`config.mk`:
```
export PLATFORM = sky130hd
export DESIGN_NAME = oss_osc_select
export DESIGN_NICKNAME = d
export VERILOG_FILES = /design/src/oss_pkg.sv /design/src/oss_osc_select.sv /design/src/oss_divider.sv /design/src/oss_nco.sv
export VERILOG_INCLUDE_DIRS = /design/src
export SDC_FILE = /design/constraint.sdc
export NUM_CORES = 1
export LEC_CHECK = 0
export ABC_AREA = 1
export BUFFER_PORTS_ARGS = -buffer_cell sky130_fd_sc_hd__buf_2
export CAP_MARGIN = 20
export CORE_MARGIN = 2
export CORE_UTILIZATION = 63
export CTS_BUF_LIST = sky130_fd_sc_hd__clkbuf_8
export CTS_CLUSTER_DIAMETER = 200
export DETAILED_ROUTE_END_ITERATION = 6
export PLACE_DENSITY = 0.94
export SYNTH_ARGS = -nofsm -noshare
export SYNTH_HDL_FRONTEND = slang
export SYNTH_SLANG_ARGS = --single-unit
```
`constraint.sdc`:
```
create_clock -name clk -period 8.8 [get_ports clk]
set_input_delay 1.32 -clock clk [delete_from_list [all_inputs] [get_ports clk]]
set_output_delay 1.32 -clock clk [all_outputs]
set_load 0.01 [all_outputs]
```
`src/oss_params.svh`:
```
`ifndef OSS_PARAMS_SVH
`define OSS_PARAMS_SVH

// ****************************************
// Clock rates
// ****************************************
`define OSS_REF_HZ        40000000
`define OSS_LF_HZ         31000
`define OSS_MF_HI_HZ      500000
`define OSS_MF_LO_HZ      31250
`define OSS_ADC_RC_HZ     600000

// Divider counts derived from the 40 MHz reference, rounded down
`define OSS_LF_DIV        (`OSS_REF_HZ / `OSS_LF_HZ)
`define OSS_MF_HI_DIV     (`OSS_REF_HZ / `OSS_MF_HI_HZ)
`define OSS_MF_LO_DIV     (`OSS_REF_HZ / `OSS_MF_LO_HZ)
`define OSS_ADC_RC_DIV    (`OSS_REF_HZ / `OSS_ADC_RC_HZ)

// ****************************************
// Oscillator model constants
// ****************************************
`define OSS_NCO_STEP_1MHZ 24'(((64'd1 << 24) * 64'd1000000) / 64'(`OSS_REF_HZ))
`define OSS_FREQ_MAX      3'h5
`define OSS_TRIM_SHIFT    9
`define OSS_SLEW_LAST     10'h3ff
`define OSS_HF1_POSTDIV   4'hf

// ****************************************
// Register byte offsets
// ****************************************
`define OSS_ADDR_STATUS   4'h0
`define OSS_ADDR_FREQ     4'h4
`define OSS_ADDR_TRIM     4'h8

// ****************************************
// Field positions
// ****************************************
`define OSS_ST_SRC_LSB    0
`define OSS_ST_EXT_HP     2
`define OSS_ST_OUT_DIS    3
`define OSS_ST_RUN        4

// ****************************************
// Reset values
// ****************************************
`define OSS_FREQ_RST_HF1  3'h4
`define OSS_FREQ_RST_HF32 3'h5
`define OSS_TRIM_RST      6'h00

`endif

```
`src/oss_pkg.sv`:
```
package oss_pkg;

  // Start-up sequencer, Gray along idle, capture, run
  typedef enum logic [1:0] {
    OSS_ST_IDLE    = 2'b00,
    OSS_ST_CAPTURE = 2'b01,
    OSS_ST_RUN     = 2'b11
  } oss_state_t;

  // Reset source pick encodings
  typedef enum logic [1:0] {
    OSS_SRC_HF32 = 2'b00,
    OSS_SRC_LF   = 2'b01,
    OSS_SRC_HF1  = 2'b10,
    OSS_SRC_EXT  = 2'b11
  } oss_src_t;

endpackage : oss_pkg

```
`src/oss_osc_select.sv`:
```
// Behaviour
// RQ1: At reset the pick field chooses HF 1 MHz, HF 32 MHz, LF, or external clock.
// RQ2: Current source indicator reads back the reset source pick value.
// RQ3: External clocks of 16 MHz and up use high power, slower use low power.
// RQ4: Disable bit 0 drives instruction clock on its pin; 1 leaves pin as I/O.
// RQ5: Internal modes leave the external clock pin and output pin free for I/O; the code frees the output pin only when the disable bit is 1.
// RQ6: External clock runs with no start-up delay after reset or wake-up.
// RQ7: Stopped external clock halts everything intact; restart resumes where it stopped.
// RQ8: Trim is six-bit two's complement, zero means nominal frequency.
// RQ9: Positive trim 0x01 to 0x1F raises the high-frequency oscillator.
// RQ10: Negative trim 0x3F to 0x20 lowers the high-frequency oscillator.
// RQ11: Trim changes frequency gradually while running, with no status shown.
// RQ12: Trim leaves the low-frequency oscillator untouched.
// RQ13: Mid-frequency source gives fixed 500 kHz and 31.25 kHz regardless of setting.
// RQ14: Mid-frequency clocks feed peripherals only, never the system clock.
// RQ15: Low-frequency oscillator gives a fixed nominal 31 kHz clock.
// RQ16: High-frequency oscillator frequency follows the frequency choice register.
// RQ17: Converter RC oscillator clocks only the converter, never the system.
// RQ18: Low-frequency oscillator is also the power-up and watchdog time base.
// RQ19: Source selection happens only at reset, no switching at run time.
`timescale 1ns/1ps
`default_nettype none
`include "oss_params.svh"

module oss_osc_select
  import oss_pkg::*;
(
  // Clock and reset
  input  wire logic        clk,
  input  wire logic        rst_b,
  // Configuration straps
  input  wire logic [1:0]  reset_source_pick,
  input  wire logic        external_type_pick,
  input  wire logic        clock_output_disable_n,
  // External clock pin
  input  wire logic        external_clock_in,
  output var  logic        ext_pin_free,
  // Instruction clock pin and its port logic
  input  wire logic        gpio_out,
  input  wire logic        gpio_oe,
  output var  logic        instruction_clock_out,
  output var  logic        instruction_clock_oe,
  // Clock strobes
  output var  logic        sys_clk_en,
  output var  logic        instr_clk_en,
  output var  logic        lf_tick,
  output var  logic        mf_500k_tick,
  output var  logic        mf_31k_tick,
  output var  logic        adc_rc_tick,
  // Status
  output var  logic [1:0]  current_source_indicator,
  output var  logic        ext_high_power_mode,
  output var  logic        osc_running,
  // Avalon-MM slave
  input  wire logic [3:0]  avs_address,
  input  wire logic        avs_read,
  input  wire logic        avs_write,
  input  wire logic [31:0] avs_writedata,
  input  wire logic [3:0]  avs_byteenable,
  output var  logic [31:0] avs_readdata,
  output var  logic        avs_waitrequest
);

  // ****************************************
  // Declarations
  // ****************************************
  oss_state_t  state;
  oss_state_t  next_state;
  oss_src_t    src;
  logic [3:0]  strap_s1;
  logic [3:0]  strap_s2;
  logic [3:0]  strap_s3;
  logic [1:0]  fill;
  logic        strap_ok;
  logic        out_dis;
  logic        ext_s1;
  logic        ext_s2;
  logic        ext_s3;
  logic        ext_lvl;
  logic        ext_rise;
  logic        hf_tick;
  logic        hf1_tick;
  logic [3:0]  post_cnt;
  logic        next_sys;
  logic [1:0]  phase;
  logic [2:0]  hf_frequency_bits;
  logic [5:0]  hf_trim_value;
  logic        ack;
  logic        req;
  logic [31:0] status_word;
  logic [1:0]  chk_cnt;

  assign osc_running = (state == OSS_ST_RUN);

  // ****************************************
  // Strap capture
  // ****************************************

  // Straps come from outside the clock domain
  always_ff @(posedge clk or negedge rst_b) begin
    if (!rst_b) begin
      strap_s1 <= 4'h0;
      strap_s2 <= 4'h0;
      strap_s3 <= 4'h0;
    end else begin
      strap_s1 <= {clock_output_disable_n, external_type_pick, reset_source_pick};
      strap_s2 <= strap_s1;
      strap_s3 <= strap_s2;
    end
  end

  assign strap_ok = (strap_s2 == strap_s3);

  // Wait until the synchroniser is filled before trusting it
  always_ff @(posedge clk or negedge rst_b) begin
    if (!rst_b) begin
      fill <= 2'h0;
    end else if (fill != 2'h3) begin
      fill <= fill + 2'h1;
    end
  end

  // Sequencer next state
  always_comb begin
    next_state = state;
    unique case (state)
      OSS_ST_IDLE:    if (fill == 2'h3) next_state = OSS_ST_CAPTURE;
      OSS_ST_CAPTURE: if (strap_ok) next_state = OSS_ST_RUN;
      OSS_ST_RUN:     next_state = OSS_ST_RUN;
      default:        next_state = OSS_ST_IDLE;
    endcase
  end

  always_ff @(posedge clk or negedge rst_b) begin
    if (!rst_b) begin
      state <= OSS_ST_IDLE;
    end else begin
      state <= next_state;
    end
  end

  // Source is latched once per reset, never switched later
  always_ff @(posedge clk or negedge rst_b) begin // RQ19
    if (!rst_b) begin
      src                 <= OSS_SRC_HF32;
      ext_high_power_mode <= 1'b0;
      out_dis             <= 1'b1;
    end else if (state == OSS_ST_CAPTURE && strap_ok) begin
      src                 <= oss_src_t'(strap_s3[1:0]); // RQ1
      ext_high_power_mode <= strap_s3[2]; // RQ3
      out_dis             <= strap_s3[3];
    end
  end

  assign current_source_indicator = src; // RQ2

  // ****************************************
  // Oscillators
  // ****************************************

  oss_nco u_hf (
    .clk               (clk),
    .rst_b             (rst_b),
    .run               (osc_running),
    .hf_frequency_bits (hf_frequency_bits),
    .hf_trim_value     (hf_trim_value),
    .hf_tick           (hf_tick)
  );

  // Low-frequency clock has its own divider, out of reach of trim
  oss_divider #(.DIV(`OSS_LF_DIV)) u_lf ( // RQ12
    .clk   (clk),
    .rst_b (rst_b),
    .run   (osc_running),
    .tick  (lf_tick)
  ); // RQ15 RQ18

  // Mid-frequency clocks come from the fixed reference, not the tuned NCO
  oss_divider #(.DIV(`OSS_MF_HI_DIV)) u_mf_hi (
    .clk   (clk),
    .rst_b (rst_b),
    .run   (osc_running),
    .tick  (mf_500k_tick)
  ); // RQ13

  oss_divider #(.DIV(`OSS_MF_LO_DIV)) u_mf_lo (
    .clk   (clk),
    .rst_b (rst_b),
    .run   (osc_running),
    .tick  (mf_31k_tick)
  ); // RQ13

  // Converter clock leaves the block on its own strobe only
  oss_divider #(.DIV(`OSS_ADC_RC_DIV)) u_adc_rc (
    .clk   (clk),
    .rst_b (rst_b),
    .run   (osc_running),
    .tick  (adc_rc_tick)
  ); // RQ17

  // Post divider gives 1 MHz from the 16 MHz reset setting
  always_ff @(posedge clk or negedge rst_b) begin
    if (!rst_b) begin
      post_cnt <= 4'h0;
    end else if (hf_tick) begin
      post_cnt <= post_cnt + 4'h1;
    end
  end

  assign hf1_tick = hf_tick && (post_cnt == `OSS_HF1_POSTDIV);

  // ****************************************
  // External clock
  // ****************************************

  // Three flops; an edge counts once the last two agree
  always_ff @(posedge clk or negedge rst_b) begin
    if (!rst_b) begin
      ext_s1  <= 1'b0;
      ext_s2  <= 1'b0;
      ext_s3  <= 1'b0;
      ext_lvl <= 1'b0;
    end else begin
      ext_s1 <= external_clock_in;
      ext_s2 <= ext_s1;
      ext_s3 <= ext_s2;
      if (ext_s2 == ext_s3) begin
        ext_lvl <= ext_s3;
      end
    end
  end

  assign ext_rise = (ext_s2 == ext_s3) && ext_s3 && !ext_lvl;

  // ****************************************
  // System and instruction clock
  // ****************************************

  // Mid-frequency strobes are deliberately absent from this mux
  always_comb begin // RQ14
    next_sys = 1'b0;
    if (osc_running) begin
      unique case (src)
        OSS_SRC_HF32: next_sys = hf_tick;
        OSS_SRC_LF:   next_sys = lf_tick;
        OSS_SRC_HF1:  next_sys = hf1_tick;
        OSS_SRC_EXT:  next_sys = ext_rise; // RQ6 RQ7
      endcase
    end
  end

  // Everything downstream advances only on this strobe, so a stalled clock freezes it
  always_ff @(posedge clk or negedge rst_b) begin // RQ7
    if (!rst_b) begin
      sys_clk_en   <= 1'b0;
      instr_clk_en <= 1'b0;
      phase        <= 2'h0;
    end else begin
      sys_clk_en   <= next_sys;
      instr_clk_en <= sys_clk_en && (phase == 2'h3);
      if (sys_clk_en) begin
        phase <= phase + 2'h1;
      end
    end
  end

  // Output pin carries the divide-by-four square or the port logic
  always_ff @(posedge clk or negedge rst_b) begin // RQ4
    if (!rst_b) begin
      instruction_clock_out <= 1'b0;
      instruction_clock_oe  <= 1'b0;
    end else if (osc_running && !out_dis) begin
      instruction_clock_out <= phase[1];
      instruction_clock_oe  <= 1'b1;
    end else begin
      instruction_clock_out <= gpio_out;
      instruction_clock_oe  <= gpio_oe;
    end
  end

  // Input pin is free once running, unless it is the clock source
  assign ext_pin_free = osc_running && (src != OSS_SRC_EXT); // RQ5

  // ****************************************
  // Register bus
  // ****************************************
  assign req             = avs_read || avs_write;
  assign avs_waitrequest = req && !ack;

  // One wait cycle per access, then release
  always_ff @(posedge clk or negedge rst_b) begin
    if (!rst_b) begin
      ack <= 1'b0;
    end else begin
      ack <= req && !ack;
    end
  end

  // Frequency choice takes its reset value from the picked source
  always_ff @(posedge clk or negedge rst_b) begin // RQ16
    if (!rst_b) begin
      hf_frequency_bits <= `OSS_FREQ_RST_HF1;
    end else if (state == OSS_ST_CAPTURE && strap_ok) begin
      hf_frequency_bits <= (strap_s3[1:0] == OSS_SRC_HF32) ? `OSS_FREQ_RST_HF32 : `OSS_FREQ_RST_HF1;
    end else if (ack && avs_write && avs_byteenable[0] && avs_address == `OSS_ADDR_FREQ) begin
      hf_frequency_bits <= avs_writedata[2:0];
    end
  end

  // Trim register, two's complement
  always_ff @(posedge clk or negedge rst_b) begin // RQ8
    if (!rst_b) begin
      hf_trim_value <= `OSS_TRIM_RST;
    end else if (ack && avs_write && avs_byteenable[0] && avs_address == `OSS_ADDR_TRIM) begin
      hf_trim_value <= avs_writedata[5:0];
    end
  end

  always_comb begin
    status_word = 32'h0000_0000;
    status_word[`OSS_ST_SRC_LSB +: 2] = src;
    status_word[`OSS_ST_EXT_HP]       = ext_high_power_mode;
    status_word[`OSS_ST_OUT_DIS]      = out_dis;
    status_word[`OSS_ST_RUN]          = osc_running;
  end

  // Read data stands with the released wait; unmapped reads give zero
  always_ff @(posedge clk or negedge rst_b) begin
    if (!rst_b) begin
      avs_readdata <= 32'h0000_0000;
    end else if (avs_read && !ack) begin
      unique case (avs_address)
        `OSS_ADDR_STATUS: avs_readdata <= status_word;
        `OSS_ADDR_FREQ:   avs_readdata <= {29'h0000_0000, hf_frequency_bits};
        `OSS_ADDR_TRIM:   avs_readdata <= {26'h000_0000, hf_trim_value};
        default:          avs_readdata <= 32'h0000_0000;
      endcase
    end
  end

  // Helper: system strobes since the last instruction strobe
  always_ff @(posedge clk or negedge rst_b) begin
    if (!rst_b) begin
      chk_cnt <= 2'h0;
    end else if (sys_clk_en) begin
      chk_cnt <= chk_cnt + 2'h1;
    end
  end
endmodule : oss_osc_select

`default_nettype wire

```
`src/oss_divider.sv`:
```
`timescale 1ns/1ps
`default_nettype none
`include "oss_params.svh"

module oss_divider #(
  parameter int unsigned DIV = 2
) (
  // Clock and reset
  input  wire logic clk,
  input  wire logic rst_b,
  // Control and output
  input  wire logic run,
  output var  logic tick
);

  localparam logic [15:0] LAST = 16'(DIV - 1);

  logic [15:0] cnt;

  // Free count, one pulse per period
  always_ff @(posedge clk or negedge rst_b) begin
    if (!rst_b) begin
      cnt  <= 16'h0000;
      tick <= 1'b0;
    end else if (!run) begin
      cnt  <= 16'h0000;
      tick <= 1'b0;
    end else begin
      tick <= (cnt == LAST);
      cnt  <= (cnt == LAST) ? 16'h0000 : cnt + 16'h0001;
    end
  end

endmodule : oss_divider

`default_nettype wire

```
`src/oss_nco.sv`:
```
`timescale 1ns/1ps
`default_nettype none
`include "oss_params.svh"

module oss_nco (
  // Clock and reset
  input  wire logic       clk,
  input  wire logic       rst_b,
  // Setting
  input  wire logic       run,
  input  wire logic [2:0] hf_frequency_bits,
  input  wire logic [5:0] hf_trim_value,
  // Output
  output var  logic       hf_tick
);

  logic [23:0] acc;
  logic [24:0] acc_sum;
  logic [5:0]  trim_eff;
  logic [9:0]  slew_cnt;

  // Phase step for a frequency code plus signed trim
  function automatic logic [23:0] oss_hf_step(input logic [2:0] code,
                                               input logic [5:0] trim);
    logic [2:0]         c;
    logic [23:0]        nom;
    logic signed [25:0] unit;
    logic signed [25:0] tr;
    logic signed [25:0] sum;
    c    = (code > `OSS_FREQ_MAX) ? `OSS_FREQ_MAX : code;
    nom  = `OSS_NCO_STEP_1MHZ << c;
    unit = $signed(26'(nom >> `OSS_TRIM_SHIFT));
    tr   = $signed({{20{trim[5]}}, trim});
    sum  = $signed({2'b00, nom}) + 26'(tr * unit);
    return sum[23:0];
  endfunction : oss_hf_step

  assign acc_sum = {1'b0, acc} + {1'b0, oss_hf_step(hf_frequency_bits, trim_eff)};

  // Accumulator, carry is the oscillator edge
  always_ff @(posedge clk or negedge rst_b) begin // RQ16
    if (!rst_b) begin
      acc     <= 24'h000000;
      hf_tick <= 1'b0;
    end else begin
      acc     <= acc_sum[23:0];
      hf_tick <= run & acc_sum[24];
    end
  end

  // Trim walks one step at a time, no status of the walk
  always_ff @(posedge clk or negedge rst_b) begin // RQ11
    if (!rst_b) begin
      slew_cnt <= 10'h000;
      trim_eff <= `OSS_TRIM_RST;
    end else begin
      slew_cnt <= slew_cnt + 10'h001;
      if (slew_cnt == `OSS_SLEW_LAST) begin
        if ($signed(trim_eff) < $signed(hf_trim_value)) begin // RQ9
          trim_eff <= trim_eff + 6'h01;
        end else if ($signed(trim_eff) > $signed(hf_trim_value)) begin // RQ10
          trim_eff <= trim_eff - 6'h01;
        end
      end
    end
  end
endmodule : oss_nco

`default_nettype wire

```
==> flow_summary.ini <==
[setup_path]
startpoint_type = flop
reg2reg_to = u_hf.hf_tick
path_class = reg -> reg
worst-path-buf-inv = 4
setup.worst_path.end_class = flop
max_stage_delay_ps = 790
worstRegToRegCells = 33
worstPathArrival_ps = 8650
path_max_fanout = 17
regToRegSetupSlack_ps = 500
worstPathRequired_ps = 9160
critPathTopFamily = adder cells
cp_slowest_cell = dfstp_2
worstReg2RegStart = hf_frequency_bits[2]

[global_routing]
grt_util_all_layers = 0.315
grt_pass1_wl_mm = 51.5
overflow = 0
grt_max_degree = 89
grt_pass1_vias = 11100
antenna_found_initial = 0

[final_layout]
diodes = 0
final_nets = 1792
drive_gt1_frac = 0.0834
area_growth_pct = 8.04
instances_no_fill = 1828

[clock_tree]
ctsRootBufferMaster = clkbuf_8
post_cts_buffers = 0
clk_latency_ps = 470
htree_num_levels = 4
clockBufferDepth = 2
path_clk_slew_ps = 100
cts_tree = yes
numCtsBuffers = 17
cts-resized-gates = 0
clock-sinks = 159
ctsHoldBuffers = 0

[sta]
setup_viol = 0
hold_viol = 0
period_share = 0.943
rsz0062_at_grt = false
relSlewSlack = 0.483
fmax_mhz = 121
finClkSkew_ps = 17.5
final_max_slew_viol_count = 0
min_period_ps = 8300
fin_tns_setup_ps = 0
worstMarginPinSlew_ps = 768

[min_path]
hp-start = strap_s1[2]
whs_path_depth = 0
hold_path_class = reg -> reg
min_to = strap_s2[2]

[floorplan]
core.rowCount = 50
dieWidth_um = 143
coreArea_um2 = 18800
io_pins = 97
dieArea_um2 = 20400
die_h_um = 143
initial_core_util = 0.645

[detailed_routing]
routed_wl_mm = 30.8
final_antenna_net_count = 0
vias = 10900
dr.first_iter.drc_count = 1067
drtPass1Iterations = 7
via_per_inst = 5.95
drc = 0
wire_per_inst_um = 16.8

[yosys]
synthArstFlopShare = 1.00
ys_top_cells_by_area = dfrtp_1 (32%), ha_1 (13%), nand2_1 (8.5%)
yosys-top-cells-count = nand2_1 (274), inv_1 (194), nor2_1 (177), dfrtp_1 (157), ha_1 (126)
ys_seq_area_frac = 0.329
syn_area_per_cell_um2 = 8.05
synth_area_um2 = 12100
synth_edf_count = 0
synth.most_common_cell = nand2_1
yosysTopAreaCell = dfrtp_1
synth.distinct_cells = 50
ys.flop_type = dfrtp_1
yosysTopAreaCellShare = 0.324
ys_ff_latch = 159
yosysWarnings = 0
synthCells = 1505

[pwr]
p_leak_nw = 6.98
ir_drop_mv = 0.143
p_per_area_nw_per_um2 = 216

[placement]
placed_cells = 1795
dpl.hpwl_mm = 22.2
gp_congestion = 0.991
io_buffers = 41

[status]
outcome = completed

[flow_run]
cap_violations = 0
[worst max path at each step]
stage                               startpoint            to  slack, ps  cells after the start
after CTS                 hf_frequency_bits[2]  u_hf.hf_tick        740                     33
after global routing      hf_frequency_bits[2]  u_hf.hf_tick         50                     33
after global placement    hf_frequency_bits[2]  u_hf.hf_tick        980                     33
after floorplan           hf_frequency_bits[2]  u_hf.acc[22]       1210                     34
final                     hf_frequency_bits[2]  u_hf.hf_tick        500                     33
after detailed placement  hf_frequency_bits[2]  u_hf.hf_tick        810                     33
[stage by stage]
stage / util / total power [mW] / area [um2] / hold slack, ps / setup WS, ps
global route: 0.697 / 3.01 / 13100 / 357 / 48.2
finish: 0.697 / 2.82 / 13100 / 352 / 504
floorplan: - / 1.87 / 12200 / 331 / 1210
detailed placement: 0.675 / 2.20 / 12700 / 339 / 812
global placement: 0.675 / 2.13 / 12700 / 333 / 981
CTS: 0.696 / 2.77 / 13100 / 357 / 737
[area by class of cell]
class                           instances  area, um2
Fill cell                            1294       5680
Clock buffer                           17        234
Inverter                              200        751
Timing Repair Buffer                   67        419
Tap cell                              234        293
Clock inverter                         15        163
Sequential cell                       159       3980
Multi-Input combinational cell       1136       7250
[report_power, final]
part,switching (mW),total [mW],internal [mW]
Combinational,0.797,1.25,0.456
Clock,0.335,0.550,0.215
Sequential,0.124,1.02,0.898
Total,1.26,2.82,1.57
[placed cells by master (no fill, tap or decap), drive strengths merged, types with 41 or more instances in the layout]
| master | count |
|---|---|
| nand2 | 277 |
| inv | 207 |
| nor2 | 187 |
| dfrtp | 157 |
| ha | 126 |
| a21oi | 88 |
| o21ai | 71 |
| xor2 | 69 |
| nand3 | 67 |
| buf | 67 |
| nor3 | 41 |
[worst register-to-register path: cells and delay by family (launching register included)]
kind	cells	cell delay [ps]
adder cells (fa/ha/maj)	8	3540
AO/OA/AOI/OAI	8	1730
AND/OR/NAND/NOR	12	1510
flip-flops	1	790
buffers and inverters	4	390
XOR/XNOR	1	220
[cell families (layout without fill, tap and decap cells)]
family | count (synthesis) | after routing | synth area share
flops | 159 | 159 | 0.329
mux | 2 | 2 | 0.00186
xor+xnor | 95 | 95 | 0.0687
compound gates | 207 | 207 | 0.0954
other cells | 1 | 26 | 0.000310
buf+inv | 235 | 299 | 0.0809
simple gates | 646 | 646 | 0.238
fa+ha+maj | 160 | 160 | 0.186
[state kept, by name, summed over array words and instances (netlist names), 6 cells and up]
| name | count |
|---|---|
| u_hf.slew_cnt | 10 |
| u_adc_rc.cnt | 16 |
| hf_trim_value | 6 |
| u_mf_lo.cnt | 16 |
| u_hf.trim_eff | 6 |
| u_mf_hi.cnt | 16 |
| u_hf.acc | 24 |
| u_lf.cnt | 16 |
| avs_readdata | 6 |
[layer usage]
metal  track usage  wire length [um]
met1         0.364             11600
met2         0.562             15500
met3        0.0661              2360
met4         0.142              1430
met5             0                 0
Note: power is estimated with default switching activity, not from simulation.
